**src/inc/jesd_link_params.svh**
```systemverilog
// Offsets, field positions, reset values and constants of the link alignment block
`ifndef JESD_LINK_PARAMS_SVH
`define JESD_LINK_PARAMS_SVH

// ----------------------------------------------------------------------------
// Serial port register offsets
// ----------------------------------------------------------------------------
`define ADDR_KM1 7'h01
`define ADDR_CTRL 7'h02
`define ADDR_SERDES 7'h03
`define ADDR_STATUS 7'h04

// ----------------------------------------------------------------------------
// Field positions and reset values
// ----------------------------------------------------------------------------
`define CTRL_DIV_LSB 0
`define CTRL_SCR_BIT 2
`define CTRL_GATE_BIT 3
`define CTRL_PDN_BIT 4
`define CTRL_SLEEP_BIT 5
`define SERDES_SWING_LSB 0
`define SERDES_DEEMPH_LSB 4
`define KM1_RESET 8'h13
`define CTRL_RESET 8'h00
`define SERDES_RESET 8'h08

// ----------------------------------------------------------------------------
// Lane constants
// ----------------------------------------------------------------------------
`define FILL_WORD 16'hbcbc
`define SCR_SEED 15'h7fff

`endif

```
**src/inc/jesd_link_pkg.sv**
```systemverilog
// Types shared by the link alignment block
package jesd_link_pkg;
    typedef enum logic [1:0] {
        LS_STOPPED,
        LS_CGS,
        LS_WAIT_MF,
        LS_DATA
    } link_state_t;

    typedef struct packed {
        logic [14:0] st;
        logic [15:0] q;
    } scr_res_t;
endpackage : jesd_link_pkg

```
**src/inc/cfg_if.sv**
```systemverilog
// Configuration and status carried between the serial port and the link core
`timescale 1ns/100ps
interface cfg_if;
    logic [7:0] k_m1;
    logic [1:0] div_sel;
    logic [3:0] swing;
    logic [3:0] deemph;
    logic scr_en;
    logic gate_en;
    logic pwr_down;
    logic sleep;
    jesd_link_pkg::link_state_t state;

    modport spi (output k_m1, div_sel, swing, deemph, scr_en, gate_en, pwr_down, sleep,
                 input state);
    modport core (input k_m1, div_sel, swing, deemph, scr_en, gate_en, pwr_down, sleep,
                  output state);
endinterface : cfg_if

```
**src/core/jesd_link_sync.sv**
```systemverilog
// Link synchronisation, frame and multi-frame alignment, and lane output
//
// Overview of operation
// A low sync request level from the receiver means synchronisation is requested.
// The sync request is asynchronous and passes two flops before use.
// Frame and multi-frame rates must match those set in the receiver.
// After reset the frame and multi-frame counters start at a fixed phase.
// Controller enables the reference driver, opens the gate, then applies the reference.
// After the reference, the controller closes the gate so later edges are ignored.
// The reference driver goes idle only after the gate is closed.
// Power-down or sleep stops the frame clocks and breaks the link.
// Any change of the clock divider setting stops the clocks and breaks the link.
// A sync request breaks the link and restarts synchronisation.
// A gated reference edge off the current phase realigns clocks and breaks link.
// A gated reference edge on the current phase changes nothing.
// Loss of device clock breaks the link; clocks restart when it returns.
// A continuous reference runs at the multi-frame rate or an integer fraction.
// Burst reference pulses are spaced by whole multi-frame periods.
// Each lane has settable output swing and de-emphasis with usable defaults.
// Optional lane data scrambling can be enabled.
// Settings are reached over a four-wire serial port with active-low select.
// Only the rising edge of the reference is used for alignment.
// Reference already high when the gate opens counts as a rising edge.
// Every reference pulse stays high for at least two frame periods.
// Multi-frame clock is the frame clock divided by frames per multi-frame.
`timescale 1ns/100ps
`include "jesd_link_params.svh"
module jesd_link_sync #(
    parameter int SAMPLE_W = 16,
    parameter int FIFO_DEPTH = 16
) (
    input wire logic mclk_i,
    input wire logic nrst_i,
    input wire logic sync_request_n_i,
    input wire logic sysref_i,
    input wire logic device_clock_input_present_i,
    input wire logic [SAMPLE_W-1:0] sample_i,
    input wire logic sample_valid_i,
    output logic sample_ready_o,
    input wire logic sclk_i,
    input wire logic chip_select_n_i,
    input wire logic serial_data_in_i,
    output logic serial_data_out_o,
    output logic serial_data_out_oe_o,
    output logic [15:0] lane_data_o,
    output logic lane_valid_o,
    output logic link_up_o,
    output logic cgs_o,
    output logic link_break_o,
    output logic realign_o,
    output logic frame_clk_o,
    output logic mframe_clk_o,
    output logic [3:0] output_swing_control_o,
    output logic [3:0] deemphasis_setting_o,
    output logic scramble_en_o
);
    import jesd_link_pkg::*;

    cfg_if cfg ();

    logic [SAMPLE_W-1:0] fifo_data;
    logic fifo_valid, pop;
    logic sync_meta_q, sync_q, gated_q, gated, sref_rise, aligned, realign, stop_cond, tick;
    logic [1:0] div_q, div_cnt_q, div_cnt_d, lim;
    logic [7:0] mf_q, mf_d;
    link_state_t state_q, state_d;
    logic [15:0] lane_q, lane_d;
    logic [14:0] scr_q, scr_d;
    logic lane_v_q, lane_v_d, brk_q, brk_d, rea_q, fclk_q, mclk_q, up_q, cgs_q;
    logic [3:0] swing_q, deemph_q;
    logic scr_en_q;
    scr_res_t scr_res;

    // ------------------------------------------------------------------------
    // Submodules
    // ------------------------------------------------------------------------
    cfg_serial_port u_cfg (
        .mclk_i(mclk_i),
        .nrst_i(nrst_i),
        .sclk_i(sclk_i),
        .chip_select_n_i(chip_select_n_i),
        .serial_data_in_i(serial_data_in_i),
        .serial_data_out_o(serial_data_out_o),
        .serial_data_out_oe_o(serial_data_out_oe_o),
        .cfg(cfg.spi)
    );

    // Stalls while the link is not carrying data, so the source feels it
    sample_fifo #(.WIDTH(SAMPLE_W), .DEPTH(FIFO_DEPTH)) u_fifo (
        .mclk_i(mclk_i),
        .nrst_i(nrst_i),
        .in_data_i(sample_i),
        .in_valid_i(sample_valid_i),
        .in_ready_o(sample_ready_o),
        .out_data_o(fifo_data),
        .out_valid_o(fifo_valid),
        .out_ready_i(pop)
    );

    assign cfg.state = state_q;

    // ------------------------------------------------------------------------
    // Scrambler 1 + x^14 + x^15, MSB first
    // ------------------------------------------------------------------------
    function automatic scr_res_t scramble(input logic [15:0] d, input logic [14:0] st);
        scr_res_t r;
        r.st = st;
        r.q = 16'h0000;
        for (int i = 15; i >= 0; i--) begin
            r.q[i] = d[i] ^ r.st[14] ^ r.st[13];
            r.st = {r.st[13:0], r.q[i]};
        end
        return r;
    endfunction : scramble

    // ------------------------------------------------------------------------
    // Alignment and link control
    // ------------------------------------------------------------------------
    // Rising edge of the gated level; a high level at gate opening is an edge
    always_comb begin
        gated = sysref_i && cfg.gate_en;
        sref_rise = gated && !gated_q;
        unique case (div_q)
            2'h0: lim = 2'h0;
            2'h1: lim = 2'h1;
            default: lim = 2'h3;
        endcase
        tick = (div_cnt_q == lim);
        aligned = (div_cnt_q == 2'h0) && (mf_q == 8'h00);
        stop_cond = cfg.pwr_down || cfg.sleep || !device_clock_input_present_i
            || (div_q != cfg.div_sel);
        realign = sref_rise && !aligned && !stop_cond;
        div_cnt_d = tick ? 2'h0 : div_cnt_q + 2'h1;
        mf_d = mf_q;
        if (tick) begin
            mf_d = (mf_q >= cfg.k_m1) ? 8'h00 : mf_q + 8'h01;
        end
        if (stop_cond) begin
            div_cnt_d = 2'h0;
            mf_d = 8'h00;
        end else if (realign) begin
            // Land one cycle past the boundary that the edge marks
            div_cnt_d = (lim == 2'h0) ? 2'h0 : 2'h1;
            mf_d = (lim == 2'h0 && cfg.k_m1 != 8'h00) ? 8'h01 : 8'h00;
        end
        state_d = state_q;
        if (stop_cond) begin
            state_d = LS_STOPPED;
        end else begin
            unique case (state_q)
                LS_STOPPED: state_d = LS_CGS;
                LS_CGS: state_d = (sync_q && !realign) ? LS_WAIT_MF : LS_CGS;
                LS_WAIT_MF: begin
                    if (!sync_q || realign) begin
                        state_d = LS_CGS;
                    end else if (tick && mf_q == cfg.k_m1) begin
                        state_d = LS_DATA;
                    end
                end
                LS_DATA: state_d = (!sync_q || realign) ? LS_CGS : LS_DATA;
            endcase
        end
        brk_d = (state_q == LS_WAIT_MF || state_q == LS_DATA)
            && (state_d == LS_CGS || state_d == LS_STOPPED);
    end

    // Two-flop sync of the request; resets to the request level so no false start
    always_ff @(posedge mclk_i or negedge nrst_i) begin
        if (!nrst_i) begin
            sync_meta_q <= 1'b0;
            sync_q <= 1'b0;
            gated_q <= 1'b0;
            div_q <= 2'h0;
            div_cnt_q <= 2'h0;
            mf_q <= 8'h00;
            state_q <= LS_STOPPED;
            brk_q <= 1'b0;
            rea_q <= 1'b0;
            fclk_q <= 1'b0;
            mclk_q <= 1'b0;
            up_q <= 1'b0;
            cgs_q <= 1'b0;
        end else begin
            sync_meta_q <= sync_request_n_i;
            sync_q <= sync_meta_q;
            gated_q <= gated;
            div_q <= cfg.div_sel;
            div_cnt_q <= div_cnt_d;
            mf_q <= mf_d;
            state_q <= state_d;
            brk_q <= brk_d;
            rea_q <= realign;
            fclk_q <= !stop_cond && (div_cnt_d == 2'h0);
            mclk_q <= !stop_cond && (div_cnt_d == 2'h0) && (mf_d == 8'h00);
            up_q <= (state_d == LS_DATA);
            cgs_q <= (state_d == LS_CGS);
        end
    end

    // ------------------------------------------------------------------------
    // Lane word generation
    // ------------------------------------------------------------------------
    // Fill word while synchronising or when the FIFO runs dry in data state
    always_comb begin
        pop = (state_q == LS_DATA) && tick && !stop_cond;
        scr_res = scramble(fifo_data, scr_q);
        lane_d = lane_q;
        lane_v_d = 1'b0;
        scr_d = scr_q;
        if (tick && state_q != LS_STOPPED && !stop_cond) begin
            lane_v_d = 1'b1;
            lane_d = `FILL_WORD;
            if (state_q == LS_DATA && fifo_valid) begin
                lane_d = cfg.scr_en ? scr_res.q : fifo_data;
                scr_d = cfg.scr_en ? scr_res.st : scr_q;
            end
        end
    end

    // Lane settings are re-registered so the pins come from local flops
    always_ff @(posedge mclk_i or negedge nrst_i) begin
        if (!nrst_i) begin
            lane_q <= 16'h0000;
            lane_v_q <= 1'b0;
            scr_q <= `SCR_SEED;
            swing_q <= 4'h0;
            deemph_q <= 4'h0;
            scr_en_q <= 1'b0;
        end else begin
            lane_q <= lane_d;
            lane_v_q <= lane_v_d;
            scr_q <= scr_d;
            swing_q <= cfg.swing;
            deemph_q <= cfg.deemph;
            scr_en_q <= cfg.scr_en;
        end
    end

    assign lane_data_o = lane_q;
    assign lane_valid_o = lane_v_q;
    assign link_up_o = up_q;
    assign cgs_o = cgs_q;
    assign link_break_o = brk_q;
    assign realign_o = rea_q;
    assign frame_clk_o = fclk_q;
    assign mframe_clk_o = mclk_q;
    assign output_swing_control_o = swing_q;
    assign deemphasis_setting_o = deemph_q;
    assign scramble_en_o = scr_en_q;
endmodule : jesd_link_sync

```
**src/core/sample_fifo.sv**
```systemverilog
// Sample FIFO with registered ready toward the source
`timescale 1ns/100ps
module sample_fifo #(
    parameter int WIDTH = 16,
    parameter int DEPTH = 16
) (
    input wire logic mclk_i,
    input wire logic nrst_i,
    input wire logic [WIDTH-1:0] in_data_i,
    input wire logic in_valid_i,
    output logic in_ready_o,
    output logic [WIDTH-1:0] out_data_o,
    output logic out_valid_o,
    input wire logic out_ready_i
);
    localparam int AW = $clog2(DEPTH);
    localparam logic [AW:0] DEPTH_C = AW'(DEPTH) == 0 ? {1'b1, {AW{1'b0}}} : (AW+1)'(DEPTH);

    logic [WIDTH-1:0] mem [DEPTH];
    logic [AW-1:0] wr_q, wr_d, rd_q, rd_d;
    logic [AW:0] cnt_q, cnt_d;
    logic rdy_q, rdy_d;
    logic push, pop;

    // ------------------------------------------------------------------------
    // Pointers and fill level
    // ------------------------------------------------------------------------
    // Ready is registered from the next level so the source sees a flop
    always_comb begin
        push = in_valid_i && rdy_q;
        pop = out_ready_i && (cnt_q != '0);
        wr_d = push ? ((wr_q == AW'(DEPTH - 1)) ? '0 : wr_q + 1'b1) : wr_q;
        rd_d = pop ? ((rd_q == AW'(DEPTH - 1)) ? '0 : rd_q + 1'b1) : rd_q;
        cnt_d = cnt_q + (AW+1)'(push) - (AW+1)'(pop);
        rdy_d = (cnt_d != DEPTH_C);
    end

    always_ff @(posedge mclk_i or negedge nrst_i) begin
        if (!nrst_i) begin
            wr_q <= '0;
            rd_q <= '0;
            cnt_q <= '0;
            rdy_q <= 1'b0;
        end else begin
            wr_q <= wr_d;
            rd_q <= rd_d;
            cnt_q <= cnt_d;
            rdy_q <= rdy_d;
        end
    end

    // Storage has no reset; only written words are ever read
    always_ff @(posedge mclk_i) begin
        if (push) begin
            mem[wr_q] <= in_data_i;
        end
    end

    assign in_ready_o = rdy_q;
    assign out_valid_o = (cnt_q != '0);
    assign out_data_o = mem[rd_q];
endmodule : sample_fifo

```
**src/core/cfg_serial_port.sv**
```systemverilog
// Four-wire configuration port holding the link settings
`timescale 1ns/100ps
`include "jesd_link_params.svh"
module cfg_serial_port (
    input wire logic mclk_i,
    input wire logic nrst_i,
    input wire logic sclk_i,
    input wire logic chip_select_n_i,
    input wire logic serial_data_in_i,
    output logic serial_data_out_o,
    output logic serial_data_out_oe_o,
    cfg_if.spi cfg
);
    import jesd_link_pkg::*;

    logic sclk_q, sclk_d, rw_q, rw_d, sdo_q, sdo_d, oe_q, oe_d;
    logic [3:0] cnt_q, cnt_d;
    logic [15:0] sh_q, sh_d;
    logic [7:0] rd_q, rd_d, km1_q, km1_d, ctrl_q, ctrl_d, serdes_q, serdes_d, rmux;

    // ------------------------------------------------------------------------
    // Frame: read flag, 7-bit address, 8-bit data, MSB first
    // ------------------------------------------------------------------------
    // Serial clock is sampled, so it must run well below the core clock
    always_comb begin
        sclk_d = sclk_i;
        cnt_d = cnt_q;
        sh_d = sh_q;
        rw_d = rw_q;
        rd_d = rd_q;
        sdo_d = sdo_q;
        oe_d = oe_q;
        km1_d = km1_q;
        ctrl_d = ctrl_q;
        serdes_d = serdes_q;
        unique case ({sh_q[5:0], serial_data_in_i}) // Address once the 8th bit lands
            `ADDR_KM1: rmux = km1_q;
            `ADDR_CTRL: rmux = ctrl_q;
            `ADDR_SERDES: rmux = serdes_q;
            `ADDR_STATUS: rmux = {6'h00, cfg.state};
            default: rmux = 8'h00;
        endcase
        if (chip_select_n_i) begin
            cnt_d = 4'h0;
            oe_d = 1'b0;
        end else if (sclk_i && !sclk_q) begin
            sh_d = {sh_q[14:0], serial_data_in_i};
            cnt_d = cnt_q + 4'h1;
            if (cnt_q == 4'h7) begin
                rw_d = sh_d[7];
                rd_d = rmux;
            end
            if (cnt_q == 4'hf && !rw_q) begin
                unique case (sh_d[14:8])
                    `ADDR_KM1: km1_d = sh_d[7:0];
                    `ADDR_CTRL: ctrl_d = sh_d[7:0];
                    `ADDR_SERDES: serdes_d = sh_d[7:0];
                    default: ;
                endcase
            end
        end else if (!sclk_i && sclk_q && rw_q && (cnt_q >= 4'h8 || cnt_q == 4'h0)) begin
            sdo_d = rd_q[7];
            rd_d = {rd_q[6:0], 1'b0};
            oe_d = 1'b1;
        end
    end

    always_ff @(posedge mclk_i or negedge nrst_i) begin
        if (!nrst_i) begin
            sclk_q <= 1'b0;
            cnt_q <= 4'h0;
            sh_q <= 16'h0000;
            rw_q <= 1'b0;
            rd_q <= 8'h00;
            sdo_q <= 1'b0;
            oe_q <= 1'b0;
            km1_q <= `KM1_RESET;
            ctrl_q <= `CTRL_RESET;
            serdes_q <= `SERDES_RESET;
        end else begin
            sclk_q <= sclk_d;
            cnt_q <= cnt_d;
            sh_q <= sh_d;
            rw_q <= rw_d;
            rd_q <= rd_d;
            sdo_q <= sdo_d;
            oe_q <= oe_d;
            km1_q <= km1_d;
            ctrl_q <= ctrl_d;
            serdes_q <= serdes_d;
        end
    end

    assign serial_data_out_o = sdo_q;
    assign serial_data_out_oe_o = oe_q;
    assign cfg.k_m1 = km1_q;
    assign cfg.div_sel = ctrl_q[`CTRL_DIV_LSB +: 2];
    assign cfg.scr_en = ctrl_q[`CTRL_SCR_BIT];
    assign cfg.gate_en = ctrl_q[`CTRL_GATE_BIT];
    assign cfg.pwr_down = ctrl_q[`CTRL_PDN_BIT];
    assign cfg.sleep = ctrl_q[`CTRL_SLEEP_BIT];
    assign cfg.swing = serdes_q[`SERDES_SWING_LSB +: 4];
    assign cfg.deemph = serdes_q[`SERDES_DEEMPH_LSB +: 4];
endmodule : cfg_serial_port

```
**config.mk**
```make
export PLATFORM = sky130hd
export DESIGN_NAME = jesd_link_sync
export DESIGN_NICKNAME = d
export VERILOG_FILES = /design/src/inc/jesd_link_pkg.sv /design/src/inc/cfg_if.sv /design/src/core/jesd_link_sync.sv /design/src/core/sample_fifo.sv /design/src/core/cfg_serial_port.sv
export VERILOG_INCLUDE_DIRS = /design/src /design/src/inc
export SDC_FILE = /design/constraint.sdc
export NUM_CORES = 1
export LEC_CHECK = 0
export BUFFER_PORTS_ARGS = -buffer_cell sky130_fd_sc_hd__buf_2
export CAP_MARGIN = 10
export CORE_AREA = 2 2 166 168
export CTS_CLUSTER_DIAMETER = 80
export DETAILED_ROUTE_END_ITERATION = 8
export DIE_AREA = 0 0 168 170
export HOLD_SLACK_MARGIN = 0.05
export PLACE_DENSITY = 0.79
export SLEW_MARGIN = 5
export SYNTH_ARGS = -nofsm -noshare
export SYNTH_HDL_FRONTEND = slang
export SYNTH_SLANG_ARGS = --single-unit
```
**constraint.sdc**
```tcl
create_clock -name mclk_i -period 3.45 [get_ports mclk_i]
set_input_delay 0.1725 -clock mclk_i [delete_from_list [all_inputs] [get_ports mclk_i]]
set_output_delay 0.1725 -clock mclk_i [all_outputs]
set_load 0.01 [all_outputs]
```
==> impl_metrics.yaml <==
detailed_routing:
  drtIter0Drc: 678
  drtPass1Iterations: 5
  vias: 9460
  drc: 0
  viasPerCell: 6.076
  wl_per_cell_um: 21.87
  wirelength_mm: 34.06
  drtAntennaViolNets: 0
timing:
  max_clock_freq_mhz: 331.2
  holdWs_ns: 0.08656
  worst-slew-pin-transition_ns: 1.071
  post-route-period-util_pct: 87.52
  finalCriticalPeriod_ns: 3.019
  finalHoldViolations: 0
  tns_ns: 0
  finalMaxSlewViolations: 0
  max_slew_margin_pct: 28.63
  grt_setup_unrepaired: "no"
  setup_viol: 0
  skew_ns: 0.03886
cts:
  clock_path_buffers: 3
  postCtsResizedCells: 0
  htreeDepth: 2
  cts_hold_buf: 21
  clk_latency_ns: 0.55
  cts.sinks: 388
  postCtsSetupBuffers: 0
  numCtsBuffers: 40
  root_buffer: "clkbuf_16"
  tritoncts: "built"
  path_clk_slew_ns: 0.06
global_routing:
  grt_max_degree: 94
  antenna_found_initial: 0
  grt_usage_pct: 24.57
  grt_overflow: 0
  grt_pass1_wl_mm: 53.36
  grt_pass1_vias: 9691
synthesis:
  synth_edf_count: 256
  synthDistinctLibCells: 71
  syn-cell-area_um2: 16470
  ys.flop_type: "edfxtp_1"
  synth_seq_cells: 388
  postSynthCellCount: 1071
  synth_area_per_cell_um2: 15.37
  async_reset_ff_share_pct: 34.02
  ys_seq_area_share_pct: 66.89
  yosysWarnings: 0
  syn_nets: 1121
floorplanning:
  core_um2: 26650
  initial_core_util_pct: 61.78
  dieHeight_um: 170
  dieArea_um2: 28560
  die_w_um: 168
  rows: 60
  boundaryPins: 60
cells_and_area:
  finish.utilization_pct: 70.59
  fillerInstances: 1632
  design_area_um2: 18810
  drive_gt1_share_pct: 22.63
  syn2layout_area_growth_pct: 14.26
  nNetsFinal: 1233
place:
  place_area_um2: 17190
  placement.io_buffers: 59
  place_congestion: 0.8353
  hpwl_mm: 20.67
setup_path:
  worstRegToRegCells: 13
  r2r-end: "u_fifo.in_ready_o"
  cp_data_required_time_ns: 3.86
  path_class: "reg -> reg"
  r2r_start: "div_q[0]"
  regToRegSetupSlack_ns: 0.43
  cp-end-kind: "register"
  cp_max_fo: 11
  cp_data_arrival_time_ns: 3.43
  critPathLaunchType: "register"
power:
  p_per_area_nw_per_um2: 695.9
  cellLeakagePower_nw: 7.198
  vdd_drop_max_mv: 0.4811
min_path:
  holdPathStages: 4
  holdPathEnd: "u_fifo.wr_q[0]"
  hold_class: "in -> reg"
  min_from: "sample_valid_i"
outcome:
  status: "finished clean"
flow_run:
  cap_violations: 0
[area by class of cell]
cell class	count	area [um2]	area share, %
antenna	1	2.502	0.01330
clock inverter	26	349.1	1.856
tap	341	426.7	2.268
inverter	30	112.6	0.5986
sequential	388	11020	58.57
timing repair buffer	113	797.0	4.237
clock buffer	48	1062	5.646
multi-input combinational	610	5045	26.82
[stage by stage]
step,instances,setup slack [ns],total power [mW]
finish,1557,0.4307,13.09
global route,1556,0.1600,13.60
CTS,1556,0.4081,13.15
detailed placement,1461,0.4298,8.624
global placement,1461,0.5334,8.536
floorplan,1071,0.5325,7.894
[logic make-up after synthesis]
group / Yosys count / synth area share [%]
simple gates: 205 / 6.140
flops: 388 / 66.89
fa+ha+maj: 25 / 1.945
xor+xnor: 68 / 3.754
compound gates: 164 / 6.976
mux: 148 / 11.81
buf+inv: 73 / 2.485
[worst max path at each step]
stage                          from                 to  slack (ns)  cells after the start
detailed placement         div_q[0]  u_fifo.in_ready_o        0.43                     13
global placement           div_q[0]  u_fifo.in_ready_o        0.53                     13
CTS                        div_q[0]  u_fifo.in_ready_o        0.41                     13
global route               div_q[0]  u_fifo.in_ready_o        0.16                     13
floorplan           u_fifo.cnt_q[3]  u_fifo.in_ready_o        0.53                     13
finish                     div_q[0]  u_fifo.in_ready_o        0.43                     13
[critical path, cell delays in order, from the launching register on]
cell and delay, ns:
dfrtp_1 0.43, xor2_1 0.19, nor3_2 0.13, nand3_2 0.28, nor4_4 0.40, ha_1 0.18, inv_1 0.05, ha_1 0.21
fa_1 0.44, a21oi_1 0.17, nor2_1 0.05, nor2_1 0.12, xnor2_1 0.15, nand3b_1 0.10
[layer usage]
metal	global-route usage, %	part of all wire, %	vias to the layer above
met5	0	0	-
met1	33.87	41	4740
met2	40.62	49	378
met3	4.279	7.3	70
li1	-	-	4272
met4	7.599	2.5	0
[Yosys cell counts, types with 3 or more instances]
master	instances	area share, %
edfxtp_1	256	47
dfrtp_1	113	17
nand2_1	78	1.8
mux2i_1	66	4.0
nor2_1	52	1.2
mux2_2	48	3.3
xor2_1	36	1.9
mux4_2	32	4.4
o21ai_0	32	0.97
a21oi_1	29	0.88
xnor2_1	29	1.5
inv_1	28	0.64
a221oi_1	26	1.4
ha_1	24	1.8
a22oi_1	22	1.0
dfstp_2	19	3.0
o21ai_1	18	0.55
clkbuf_1	16	0.36
and2_1	13	0.49
buf_2	10	0.30
nor2b_1	8	0.30
buf_6	7	0.48
and3_1	6	0.23
nand3_1	6	0.18
nand4_1	6	0.23
a21o_1	5	0.23
buf_4	5	0.23
nor3_1	5	0.15
nor4_1	5	0.19
nor4b_1	5	0.27
a221oi_2	4	0.36
a22o_1	4	0.21
nand2_2	4	0.15
buf_8	3	0.27
nand2b_1	3	0.11
nand3b_1	3	0.14
o32ai_1	3	0.16
xnor2_2	3	0.30
[sequential cells by signal, indices dropped and copies added (netlist names), 5 cells and up]
register        cells
scr_q              15
lane_data_o        16
u_fifo.mem        256
u_cfg.rd_q          8
u_cfg.serdes_q      8
u_cfg.sh_q         14
u_cfg.cfg.k_m1      8
u_cfg.ctrl_q        8
u_fifo.cnt_q        5
mf_q                8
[report_power, final]
part | switching [mW] | internal (mW) | total, mW
sequential | 0.297 | 5.45 | 5.75
combinational | 1.58 | 1.25 | 2.83
clock | 1.77 | 2.75 | 4.51
total | 3.64 | 9.45 | 13.1
[placed cells by master (no fill, tap or decap), types with 36 or more instances in the layout]
cell type and instances:
edfxtp_1 256, dfrtp_1 112, nand2_1 78, mux2i_1 66, buf_2 58, nor2_1 52
mux2_2 48, clkbuf_16 41, xor2_1 36
Note: power is estimated with default switching activity, not from simulation.
